`config.mk`:
```
export PLATFORM = sky130hd
export DESIGN_NAME = isc_slave_ctrl
export DESIGN_NICKNAME = d
export VERILOG_FILES = /design/src/isc_pkg.sv /design/src/isc_pins_if.sv /design/src/isc_pin_sync.sv /design/src/isc_slave_ctrl.sv
export SDC_FILE = /design/constraint.sdc
export NUM_CORES = 1
export LEC_CHECK = 0
export BUFFER_PORTS_ARGS = -buffer_cell sky130_fd_sc_hd__buf_2
export CORE_MARGIN = 2
export CORE_UTILIZATION = 51
export CTS_CLUSTER_DIAMETER = 150
export CTS_CLUSTER_SIZE = 40
export DETAILED_ROUTE_END_ITERATION = 6
export GPL_ROUTABILITY_DRIVEN = 0
export HOLD_SLACK_MARGIN = 0.12
export PLACE_DENSITY = 0.72
export SLEW_MARGIN = 20
export SYNTH_ARGS = -nofsm -noshare
export SYNTH_HDL_FRONTEND = slang
export SYNTH_HIERARCHICAL = 1
export SYNTH_SLANG_ARGS = --single-unit
```
`constraint.sdc`:
```
create_clock -name pclk -period 2.1 [get_ports pclk]
set_input_delay 0.42 -clock pclk [delete_from_list [all_inputs] [get_ports pclk]]
set_output_delay 0.42 -clock pclk [all_outputs]
set_load 0.02 [all_outputs]
```
`src/isc_pkg.sv`:
```
/*
  Shared constants of the two-wire slave control block: register map,
  field positions, reset values and engine states.
  Assumes nothing about its surroundings.
*/
`default_nettype none
package isc_pkg;
  // ==========================================================
  // Register byte addresses
  localparam logic [31:0] CTRL_ADDR = 32'hffff0928;
  localparam logic [31:0] ALT_ADDR = 32'hffff0930;
  localparam logic [31:0] OWN_ADDR = 32'hffff0934;
  localparam logic [31:0] TXD_ADDR = 32'hffff0938;
  localparam logic [31:0] RXD_ADDR = 32'hffff093c;
  localparam logic [31:0] IST_ADDR = 32'hffff0940;
  localparam logic [31:0] IMSK_ADDR = 32'hffff0944;
  localparam logic [31:0] GST_ADDR = 32'hffff0948;
  // ==========================================================
  // Reset values and write masks
  localparam logic [15:0] CTRL_RESET = 16'h0000;
  localparam logic [15:0] CTRL_WMASK = 16'h07ff;
  localparam logic [9:0] OWN_RESET = 10'h000;
  localparam logic [7:0] ALT_RESET = 8'h00;
  localparam logic [7:0] BYTE_RESET = 8'h00;
  localparam logic [5:0] IRQ_RESET = 6'h00;
  // ==========================================================
  // Control register fields
  localparam int B_SEN = 0;
  localparam int B_WIDE = 1;
  localparam int B_GCEN = 2;
  localparam int B_HGC = 3;
  localparam int B_GCCLR = 4;
  localparam int B_EARLY = 5;
  localparam int B_HOLD = 6;
  localparam int B_NACK = 7;
  localparam int B_STOPI = 8;
  localparam int B_RXI = 9;
  localparam int B_TXI = 10;
  // ==========================================================
  // Interrupt status / mask fields
  localparam int S_TXDONE = 0;
  localparam int S_RXDONE = 1;
  localparam int S_STOP = 2;
  localparam int S_TXREQ = 3;
  localparam int S_GC = 4;
  localparam int S_HGC = 5;
  // ==========================================================
  // Bus codes and counts
  localparam logic [6:0] GC_ADDR = 7'h00;
  localparam logic [4:0] WIDE_HDR = 5'h1e;
  localparam logic [3:0] LAST_BIT = 4'h7;
  localparam logic [3:0] BYTE_END = 4'h8;
  localparam logic [2:0] SYNC_RESET = 3'h7;

  typedef enum logic [2:0] {
    ST_IDLE = 3'h0,
    ST_ADDR = 3'h1,
    ST_ADDR2 = 3'h2,
    ST_RX = 3'h3,
    ST_RACK = 3'h4,
    ST_TX = 3'h5,
    ST_TACK = 3'h6,
    ST_SKIP = 3'h7
  } isc_state_type;
endpackage
`default_nettype wire

```
`src/isc_pins_if.sv`:
```
/*
  Filtered bus levels and bus events passed from the pin synchroniser
  to the slave engine.
  Assumes all signals are registered on pclk by the source.
*/
`default_nettype none
interface isc_pins_if;
  logic scl;
  logic sda;
  logic scl_rise;
  logic scl_fall;
  logic start;
  logic stop;
  modport src (output scl, output sda, output scl_rise, output scl_fall,
    output start, output stop);
  modport dst (input scl, input sda, input scl_rise, input scl_fall,
    input start, input stop);
endinterface
`default_nettype wire

```
`src/isc_pin_sync.sv`:
```
/*
  Three-stage synchroniser for the clock and data pins, with level
  agreement filter and edge, start and stop detection.
  Assumes both pins idle high and are asynchronous to pclk.
*/
`default_nettype none
module isc_pin_sync (
  input wire logic pclk,
  input wire logic presetn,
  input wire logic ce,
  input wire logic scl_in,
  input wire logic sda_in,
  isc_pins_if.src p
);
  // ==========================================================
  // Synchroniser stages, index 0 clock, 1 data
  localparam logic [2:0] SYNC_RESET = isc_pkg::SYNC_RESET;
  logic [1:0] pin_in;
  logic [1:0] s1_reg, s2_reg, s3_reg, lvl_reg, lvl_next;
  logic rise_reg, rise_next, fall_reg, fall_next;
  logic start_reg, start_next, stop_reg, stop_next;

  assign pin_in = {sda_in, scl_in};

  genvar i;
  generate
    for (i = 0; i < 2; i++) begin : g_pin
      // Level only moves once stages two and three agree
      always_comb begin
        lvl_next[i] = (s2_reg[i] == s3_reg[i]) ? s3_reg[i] : lvl_reg[i];
      end
    end
  endgenerate

  always_comb begin
    rise_next = lvl_next[0] & ~lvl_reg[0];
    fall_next = ~lvl_next[0] & lvl_reg[0];
    start_next = lvl_reg[0] & lvl_next[0] & lvl_reg[1] & ~lvl_next[1];
    stop_next = lvl_reg[0] & lvl_next[0] & ~lvl_reg[1] & lvl_next[1];
  end

  always_ff @(posedge pclk or negedge presetn) begin
    if (!presetn) begin
      s1_reg <= SYNC_RESET[1:0];
      s2_reg <= SYNC_RESET[1:0];
      s3_reg <= SYNC_RESET[1:0];
      lvl_reg <= SYNC_RESET[1:0];
      rise_reg <= 1'b0;
      fall_reg <= 1'b0;
      start_reg <= 1'b0;
      stop_reg <= 1'b0;
    end else if (ce) begin
      s1_reg <= pin_in;
      s2_reg <= s1_reg;
      s3_reg <= s2_reg;
      lvl_reg <= lvl_next;
      rise_reg <= rise_next;
      fall_reg <= fall_next;
      start_reg <= start_next;
      stop_reg <= stop_next;
    end
  end

  assign p.scl = lvl_reg[0];
  assign p.sda = lvl_reg[1];
  assign p.scl_rise = rise_reg;
  assign p.scl_fall = fall_reg;
  assign p.start = start_reg;
  assign p.stop = stop_reg;
endmodule // isc_pin_sync
`default_nettype wire

```
`src/isc_slave_ctrl.sv`:
```
/*
  Slave-mode control of a two-wire serial interface: APB register file,
  byte engine with address matching, acknowledge, clock stretching,
  general call handling and a masked interrupt.
  Assumes an APB master on pclk and open-drain pins resolved outside.
*/
// Design decision made here: the APB interface to the registers.
// What this block does
// - Byte-sent event raises interrupt status only while transmit enable bit 10 is set.
// - Byte-received event raises interrupt status only while receive enable bit 9 set.
// - Stop condition raises interrupt status only while stop enable bit 8 set.
// - Force-nack bit 7 makes the slave not-acknowledge received bytes.
// - With bit 7 clear, hardware decides acknowledge from address match and state.
// - Stretch bit 6 set with clock low holds clock low until bit cleared.
// - Stretch bit set with clock high holds clock low from next falling edge.
// - Early bit 5 set: transmit request at rising edge of read bit.
// - Early bit clear: transmit request at falling edge after read bit.
// - Writing one to bit 4 clears general-call status; software keeps it zero.
// - Bits 3 and 2 set: byte after general call compared with alternate identifier.
// - Match with alternate identifier marks a hardware general call.
// - Bit 2 set acknowledges general call to zero; clear ignores it.
// - Bit 1 selects ten-bit address matching, clear selects seven-bit.
`default_nettype none
module isc_slave_ctrl (
  input wire logic pclk,
  input wire logic presetn,
  input wire logic ce,
  input wire logic psel,
  input wire logic penable,
  input wire logic pwrite,
  input wire logic [31:0] paddr,
  input wire logic [31:0] pwdata,
  output logic [31:0] prdata,
  output logic pready,
  output logic pslverr,
  input wire logic scl_in,
  input wire logic sda_in,
  output logic scl_out,
  output logic scl_oe_n,
  output logic sda_out,
  output logic sda_oe_n,
  output logic irq
);
  // ==========================================================
  // Pin front end
  isc_pins_if p ();

  isc_pin_sync u_sync (
    .pclk(pclk),
    .presetn(presetn),
    .ce(ce),
    .scl_in(scl_in),
    .sda_in(sda_in),
    .p(p)
  );

  // ==========================================================
  // Register file
  logic [15:0] ctrl_reg, ctrl_next;
  logic [9:0] own_reg, own_next;
  logic [7:0] alt_reg, alt_next, txd_reg, txd_next, rxd_reg, rxd_next;
  logic [5:0] ist_reg, ist_next, imsk_reg, imsk_next, ist_set;
  logic [1:0] gst_reg, gst_next;
  logic [31:0] prdata_reg, prdata_next;
  logic hit_reg, hit_next, irq_reg, irq_next, wr;
  logic [3:0] wsel, rsel;

  // Same decode serves the setup-phase read and the access-phase write
  function automatic logic [3:0] reg_sel(input logic [31:0] a);
    if (a == isc_pkg::CTRL_ADDR) reg_sel = 4'h1;
    else if (a == isc_pkg::ALT_ADDR) reg_sel = 4'h2;
    else if (a == isc_pkg::OWN_ADDR) reg_sel = 4'h3;
    else if (a == isc_pkg::TXD_ADDR) reg_sel = 4'h4;
    else if (a == isc_pkg::RXD_ADDR) reg_sel = 4'h5;
    else if (a == isc_pkg::IST_ADDR) reg_sel = 4'h6;
    else if (a == isc_pkg::IMSK_ADDR) reg_sel = 4'h7;
    else if (a == isc_pkg::GST_ADDR) reg_sel = 4'h8;
    else reg_sel = 4'h0;
  endfunction

  assign wr = psel & penable & pwrite & ce;
  assign wsel = reg_sel(paddr);
  assign rsel = reg_sel(paddr);

  // ==========================================================
  // Engine state
  isc_pkg::isc_state_type state_reg, state_next, tgt_reg, tgt_next;
  logic [3:0] cnt_reg, cnt_next;
  logic [7:0] sh_reg, sh_next, txsh_reg, txsh_next, rx_byte;
  logic dir_reg, dir_next, ack_reg, ack_next, gcph_reg, gcph_next;
  logic wm_reg, wm_next, drv_reg, drv_next, hold_reg, hold_next, ok;
  logic tx_done_ev, rx_ev, stop_ev, txreq_ev, gc_ev, hgc_ev;

  always_comb begin
    state_next = state_reg;
    tgt_next = tgt_reg;
    cnt_next = cnt_reg;
    sh_next = sh_reg;
    txsh_next = txsh_reg;
    dir_next = dir_reg;
    ack_next = ack_reg;
    gcph_next = gcph_reg;
    wm_next = wm_reg;
    drv_next = drv_reg;
    rxd_next = rxd_reg;
    ok = 1'b0;
    tx_done_ev = 1'b0;
    rx_ev = 1'b0;
    stop_ev = 1'b0;
    txreq_ev = 1'b0;
    gc_ev = 1'b0;
    hgc_ev = 1'b0;
    rx_byte = {sh_reg[6:0], p.sda};
    if (!ctrl_reg[isc_pkg::B_SEN]) begin
      state_next = isc_pkg::ST_IDLE;
      drv_next = 1'b0;
      wm_next = 1'b0;
    end else if (p.stop) begin
      stop_ev = 1'b1;
      state_next = isc_pkg::ST_IDLE;
      drv_next = 1'b0;
      wm_next = 1'b0;
      gcph_next = 1'b0;
    end else if (p.start) begin
      // Repeated start keeps the ten-bit match for the read header
      state_next = isc_pkg::ST_ADDR;
      cnt_next = 4'h0;
      drv_next = 1'b0;
    end else if (p.scl_rise) begin
      case (state_reg)
        isc_pkg::ST_ADDR, isc_pkg::ST_ADDR2, isc_pkg::ST_RX: begin
          sh_next = rx_byte;
          cnt_next = cnt_reg + 4'h1;
          if (cnt_reg == isc_pkg::LAST_BIT) begin
            tgt_next = isc_pkg::ST_RX;
            if (state_reg == isc_pkg::ST_ADDR) begin
              dir_next = rx_byte[0];
              if (rx_byte[7:1] == isc_pkg::GC_ADDR) begin
                ok = ctrl_reg[isc_pkg::B_GCEN] & ~rx_byte[0];
                gc_ev = ok;
                gcph_next = ok;
              end else if (ctrl_reg[isc_pkg::B_WIDE]) begin
                ok = (rx_byte[7:3] == isc_pkg::WIDE_HDR) &&
                  (rx_byte[2:1] == own_reg[9:8]) && (!rx_byte[0] || wm_reg);
                tgt_next = rx_byte[0] ? isc_pkg::ST_TX : isc_pkg::ST_ADDR2;
              end else begin
                ok = (rx_byte[7:1] == own_reg[6:0]);
                tgt_next = rx_byte[0] ? isc_pkg::ST_TX : isc_pkg::ST_RX;
              end
              if (ok && rx_byte[0] && ctrl_reg[isc_pkg::B_EARLY]) begin
                txreq_ev = 1'b1;
              end
            end else if (state_reg == isc_pkg::ST_ADDR2) begin
              ok = (rx_byte == own_reg[7:0]);
              wm_next = ok;
            end else begin
              ok = 1'b1;
              rx_ev = 1'b1;
              rxd_next = rx_byte;
              gcph_next = 1'b0;
              if (gcph_reg && ctrl_reg[isc_pkg::B_HGC] && ctrl_reg[isc_pkg::B_GCEN] &&
                  rx_byte == alt_reg) begin
                hgc_ev = 1'b1;
              end
            end
            ack_next = ok & ~ctrl_reg[isc_pkg::B_NACK];
            if (!(ok & ~ctrl_reg[isc_pkg::B_NACK])) begin
              tgt_next = isc_pkg::ST_SKIP;
            end
          end
        end
        isc_pkg::ST_TX: begin
          cnt_next = cnt_reg + 4'h1;
        end
        isc_pkg::ST_TACK: begin
          ack_next = ~p.sda;
          tx_done_ev = 1'b1;
        end
        default: begin
        end
      endcase
    end else if (p.scl_fall) begin
      case (state_reg)
        isc_pkg::ST_ADDR, isc_pkg::ST_ADDR2, isc_pkg::ST_RX: begin
          if (cnt_reg == isc_pkg::BYTE_END) begin
            cnt_next = 4'h0;
            drv_next = ack_reg;
            state_next = isc_pkg::ST_RACK;
            if (state_reg == isc_pkg::ST_ADDR && dir_reg && ack_reg &&
                !ctrl_reg[isc_pkg::B_EARLY]) begin
              txreq_ev = 1'b1;
            end
          end
        end
        isc_pkg::ST_RACK: begin
          state_next = tgt_reg;
          drv_next = 1'b0;
          if (tgt_reg == isc_pkg::ST_TX) begin
            txsh_next = txd_reg;
            drv_next = ~txd_reg[7];
          end
        end
        isc_pkg::ST_TX: begin
          if (cnt_reg == isc_pkg::BYTE_END) begin
            drv_next = 1'b0;
            state_next = isc_pkg::ST_TACK;
          end else begin
            drv_next = ~txsh_reg[6];
            txsh_next = {txsh_reg[6:0], 1'b0};
          end
        end
        isc_pkg::ST_TACK: begin
          cnt_next = 4'h0;
          if (ack_reg) begin
            state_next = isc_pkg::ST_TX;
            txsh_next = txd_reg;
            drv_next = ~txd_reg[7];
            txreq_ev = 1'b1;
          end else begin
            state_next = isc_pkg::ST_SKIP;
          end
        end
        default: begin
        end
      endcase
    end
  end

  // Stretching starts at once on a low clock, else on the next fall
  always_comb begin
    hold_next = ctrl_reg[isc_pkg::B_HOLD] & (hold_reg | ~p.scl | p.scl_fall);
  end

  always_ff @(posedge pclk or negedge presetn) begin
    if (!presetn) begin
      state_reg <= isc_pkg::ST_IDLE;
      tgt_reg <= isc_pkg::ST_IDLE;
      cnt_reg <= 4'h0;
      sh_reg <= isc_pkg::BYTE_RESET;
      txsh_reg <= isc_pkg::BYTE_RESET;
      dir_reg <= 1'b0;
      ack_reg <= 1'b0;
      gcph_reg <= 1'b0;
      wm_reg <= 1'b0;
      drv_reg <= 1'b0;
      hold_reg <= 1'b0;
    end else if (ce) begin
      state_reg <= state_next;
      tgt_reg <= tgt_next;
      cnt_reg <= cnt_next;
      sh_reg <= sh_next;
      txsh_reg <= txsh_next;
      dir_reg <= dir_next;
      ack_reg <= ack_next;
      gcph_reg <= gcph_next;
      wm_reg <= wm_next;
      drv_reg <= drv_next;
      hold_reg <= hold_next;
    end
  end

  // ==========================================================
  // Register next values
  always_comb begin
    ctrl_next = ctrl_reg;
    own_next = own_reg;
    alt_next = alt_reg;
    txd_next = txd_reg;
    imsk_next = imsk_reg;
    prdata_next = prdata_reg;
    hit_next = hit_reg;
    ist_set[isc_pkg::S_TXDONE] = tx_done_ev & ctrl_reg[isc_pkg::B_TXI];
    ist_set[isc_pkg::S_RXDONE] = rx_ev & ctrl_reg[isc_pkg::B_RXI];
    ist_set[isc_pkg::S_STOP] = stop_ev & ctrl_reg[isc_pkg::B_STOPI];
    ist_set[isc_pkg::S_TXREQ] = txreq_ev;
    ist_set[isc_pkg::S_GC] = gc_ev;
    ist_set[isc_pkg::S_HGC] = hgc_ev;
    // An event in the clearing cycle wins over the clear
    ist_next = ist_set | ist_reg;
    gst_next = {hgc_ev | gst_reg[1], gc_ev | gst_reg[0]};
    if (wr) begin
      if (wsel == 4'h1) begin
        ctrl_next = pwdata[15:0] & isc_pkg::CTRL_WMASK;
        if (pwdata[isc_pkg::B_GCCLR]) begin
          gst_next = {hgc_ev, gc_ev};
        end
      end else if (wsel == 4'h2) begin
        alt_next = pwdata[7:0];
      end else if (wsel == 4'h3) begin
        own_next = pwdata[9:0];
      end else if (wsel == 4'h4) begin
        txd_next = pwdata[7:0];
      end else if (wsel == 4'h6) begin
        ist_next = ist_set | (ist_reg & ~pwdata[5:0]);
      end else if (wsel == 4'h7) begin
        imsk_next = pwdata[5:0];
      end
    end
    if (psel && !penable) begin
      hit_next = (rsel != 4'h0);
      case (rsel)
        4'h1: prdata_next = {16'h0000, ctrl_reg};
        4'h2: prdata_next = {24'h000000, alt_reg};
        4'h3: prdata_next = {22'h000000, own_reg};
        4'h4: prdata_next = {24'h000000, txd_reg};
        4'h5: prdata_next = {24'h000000, rxd_reg};
        4'h6: prdata_next = {26'h0000000, ist_reg};
        4'h7: prdata_next = {26'h0000000, imsk_reg};
        4'h8: prdata_next = {30'h00000000, gst_reg};
        default: prdata_next = 32'h00000000;
      endcase
    end
    irq_next = |(ist_next & imsk_next);
  end

  always_ff @(posedge pclk or negedge presetn) begin
    if (!presetn) begin
      ctrl_reg <= isc_pkg::CTRL_RESET;
      own_reg <= isc_pkg::OWN_RESET;
      alt_reg <= isc_pkg::ALT_RESET;
      txd_reg <= isc_pkg::BYTE_RESET;
      rxd_reg <= isc_pkg::BYTE_RESET;
      ist_reg <= isc_pkg::IRQ_RESET;
      imsk_reg <= isc_pkg::IRQ_RESET;
      gst_reg <= 2'h0;
      prdata_reg <= 32'h00000000;
      hit_reg <= 1'b0;
      irq_reg <= 1'b0;
    end else if (ce) begin
      ctrl_reg <= ctrl_next;
      own_reg <= own_next;
      alt_reg <= alt_next;
      txd_reg <= txd_next;
      rxd_reg <= rxd_next;
      ist_reg <= ist_next;
      imsk_reg <= imsk_next;
      gst_reg <= gst_next;
      prdata_reg <= prdata_next;
      hit_reg <= hit_next;
      irq_reg <= irq_next;
    end
  end

  // ==========================================================
  // Outputs; pins are open drain so only enables move
  assign prdata = prdata_reg;
  assign pready = psel & penable & ce;
  assign pslverr = psel & penable & ce & ~hit_reg;
  assign scl_out = 1'b0;
  assign sda_out = 1'b0;
  assign scl_oe_n = ~hold_reg;
  assign sda_oe_n = ~drv_reg;
  assign irq = irq_reg;
endmodule // isc_slave_ctrl
`default_nettype wire

```
==> metrics <==
status finished with violations; failing checks setup timing; Clock Root Buffer clkbuf_16; DP Cell Count 964; vias in the first global route 5963; Worst R2R Start sh_reg[3]$_DFFE_PN0P_; drt pass-1 iters 5; pre-CTS WS -0.604 ns; Slew Limit Fails 0; Multi-input gate area 3760 µm²; commonest non-fill, non-tap cell in the layout buf_4; first-pass GRT wire length 31800 µm; DP Wirelength 15300 µm; fraction of layout cells with a size suffix above 1 0.442; Hold Startpoint sda_in; Syn. warnings 6; fin nets 902; DR vias/cell 6.17; fin util 0.714; worst setup margin -0.0795 ns; DRC 0; register area share after synthesis 0.444; Startpoint Class input port; syn avg cell area 10.1 µm²; CP max FO 5; critical path launch point paddr[3]; crit end category flop; # setup viols final 15; routed vias 6247; CTS tree done; register area 2870 µm²; chip width 116 µm; unrepaired setup endpoints after global routing yes; grt ovf 0; Hold Crit Class in2reg; WHS 0.220 ns; Post-Layout Cell Count 1013; Final Skew 0.00942 ns; Final Cycle Share 1.04; Die ar. 13600 µm²; clock-pin transition on the worst setup and hold timing paths 0.05 ns; largest stage delay on the critical path 0.53 ns; Final Hold Violating Endpoints 0; Initial Util 0.517; Pleak 4.26 nW; most frequent cells in the layout buf_4 (123), dfrtp_1 (104), nand2_1 (63); drt initial violations 552; cell taking the most area after synthesis dfrtp_1; row cnt 41; kind of critical path in2reg; Worst-Margin Slew 0.515 ns; Primary FF master, synth dfrtp_1; critical path data required time 2.40 ns; remaining antenna violation count after routing 0; CTS buffer count 17; Area contributors post-synth dfrtp_1 (41%), mux2_2 (6.3%), nand2_1 (3.9%), mux2_1 (3.3%), dfstp_2 (3.3%); Max-Cap Viols 0; Yosys reg bits 114; Worst EP arrival 2.48 ns; ANT cells 0; Yosys top cell area share 0.411; CP cell instances buf_6 > or4b_4 > a211o_4 > a2111oi_4 > buf_4 > nor2_4 > buf_12 > nand2_8 > mux2_4; IO Count 111; Max VDD drop 0.460 mV; Tot Pwr 0.00560 W; fillers 873; fin crit period 2.18 ns; Peak Freq 0.459 GHz; initial antenna violation count 0; pwr dens 629 nW/µm²; wire length per cell 21.8 µm; Post-synth ARST share 1.00; I/O Buffers 66; Clock Latency Late Sink 0.42 ns; GRT Total Usage 0.318; CP max stage cell or4b_4; Top Family by Delay on Critical Path compound AO/OA/AOI/OAI gates; CP bufs+invs 3; Detailed Route WL 22000 µm; Clock Path Buffers 2; Die Span Y 116 µm; H-tree depth 4; cells after synthesis 641; CTS Sinks 114; core area 12500 µm²; EDFF count, synth 0; Post-Syn Area 6450 µm²; Area Overhead vs Synth 38.0%; largest net degree at the start of global routing 46; Synth cell types 80; Worst slew margin 0.656
routing by layer:
layer  GRT usage  up-vias  wire length [µm]
li1            -     2700                 -
met1       0.366     3059              8180
met2       0.528      383             10600
met3      0.0835      105              1810
met4       0.201        0              1430
met5           0        -                 0
timing repair:
| item | 4_1_cts | 5_1_grt |
|---|---|---|
| cloned | 1 | 1 |
| pin swaps | 7 | 34 |
| endpoints found under the hold margin | 17 | 0 |
| hold buffers | 1 | 0 |
| buffers inserted | 1 | 18 |
| endpoints found under the setup margin | 32 | 61 |
| resized for setup | 27 | 68 |
path summary, 6_finish.rpt:
kind | cells after the start | slack (ns) | to
worst max register to register | 9 | 0.04 | irq$_DFFE_PN0P_
max in group asynchronous | 3 | 1.03 | alt_reg[2]$_DFFE_PN0P_
worst min-delay path | 2 | 0.22 | u_sync/s1_reg[1]$_DFFE_PN1P_
worst max-delay path | 9 | -0.08 | txd_reg[1]$_DFFE_PN0P_
worst min register to register | 2 | 0.49 | txsh_reg[2]$_DFFE_PN0P_
min in group asynchronous | 2 | 0.47 | cnt_reg[1]$_DFFE_PN0P_
kinds of logic (layout without fill, tap and decap cells):
group	after synthesis	in the layout	share of synthesized area
and+or+nand+nor	211	212	0.176
AOI/OAI and AO/OA	149	150	0.169
DFF	114	114	0.444
buffers and inverters	75	251	0.0619
muxes	64	64	0.110
xor gates and xnor gates	25	25	0.0340
adders and majority gates	2	2	0.00388
other	1	23	0.000582
worst register-to-register path, delay by kind of cell (launching register included):
| family | cells | cell delay (ns) |
|---|---|---|
| compound gates | 4 | 0.97 |
| flops | 1 | 0.42 |
| buf+inv | 3 | 0.40 |
| xor+xnor | 1 | 0.12 |
| simple gates | 1 | 0.10 |
final cells by class:
type / count / area share
clock inverters: 11 / 0.0118
well taps: 172 / 0.0242
repair buffers: 199 / 0.159
inverters: 20 / 0.00844
multi-input cells: 476 / 0.423
flip-flops and latches: 114 / 0.322
clock buffers: 21 / 0.0518
report_power, final:
group          leakage [nW]  internal (W)  switching, W
clock                 0.266       0.00169       0.00104
sequential             1.52       0.00227     0.0000587
combinational          2.47      0.000205      0.000334
total                  4.26       0.00416       0.00143
per-stage QoR:
step | area [µm²] | setup TNS [ns]
floorplan | 6660 | -8.09
global placement | 7770 | -21.59
detailed placement | 7770 | -24.67
CTS | 8480 | -0.623
global route | 8900 | -1.45
finish | 8900 | -0.610
Yosys cell counts, types with 3 or more instances:
cell / number
a211oi_1: 3
a21o_1: 6
or4_1: 3
and3_1: 5
nand2b_1: 11
a32o_1: 3
nor4b_1: 3
a221oi_1: 4
o32ai_2: 3
dfstp_2: 8
buf_2: 7
clkbuf_1: 20
mux2_1: 19
mux2i_1: 9
nand2_1: 67
a31oi_1: 3
o21ai_0: 40
a211o_1: 4
and2_1: 3
nor2b_1: 5
xnor2_1: 10
dfrtp_1: 106
o31ai_1: 7
o21ai_1: 5
or2_2: 5
inv_1: 19
nand3b_1: 6
nor2_1: 22
xor2_1: 15
mux2_2: 36
nor4_1: 19
nor3_1: 14
nand3_1: 15
a22oi_1: 20
and3b_1: 3
buf_4: 24
a22o_1: 6
nand4_1: 12
a21oi_1: 16
(Power assumes the default switching activity.)
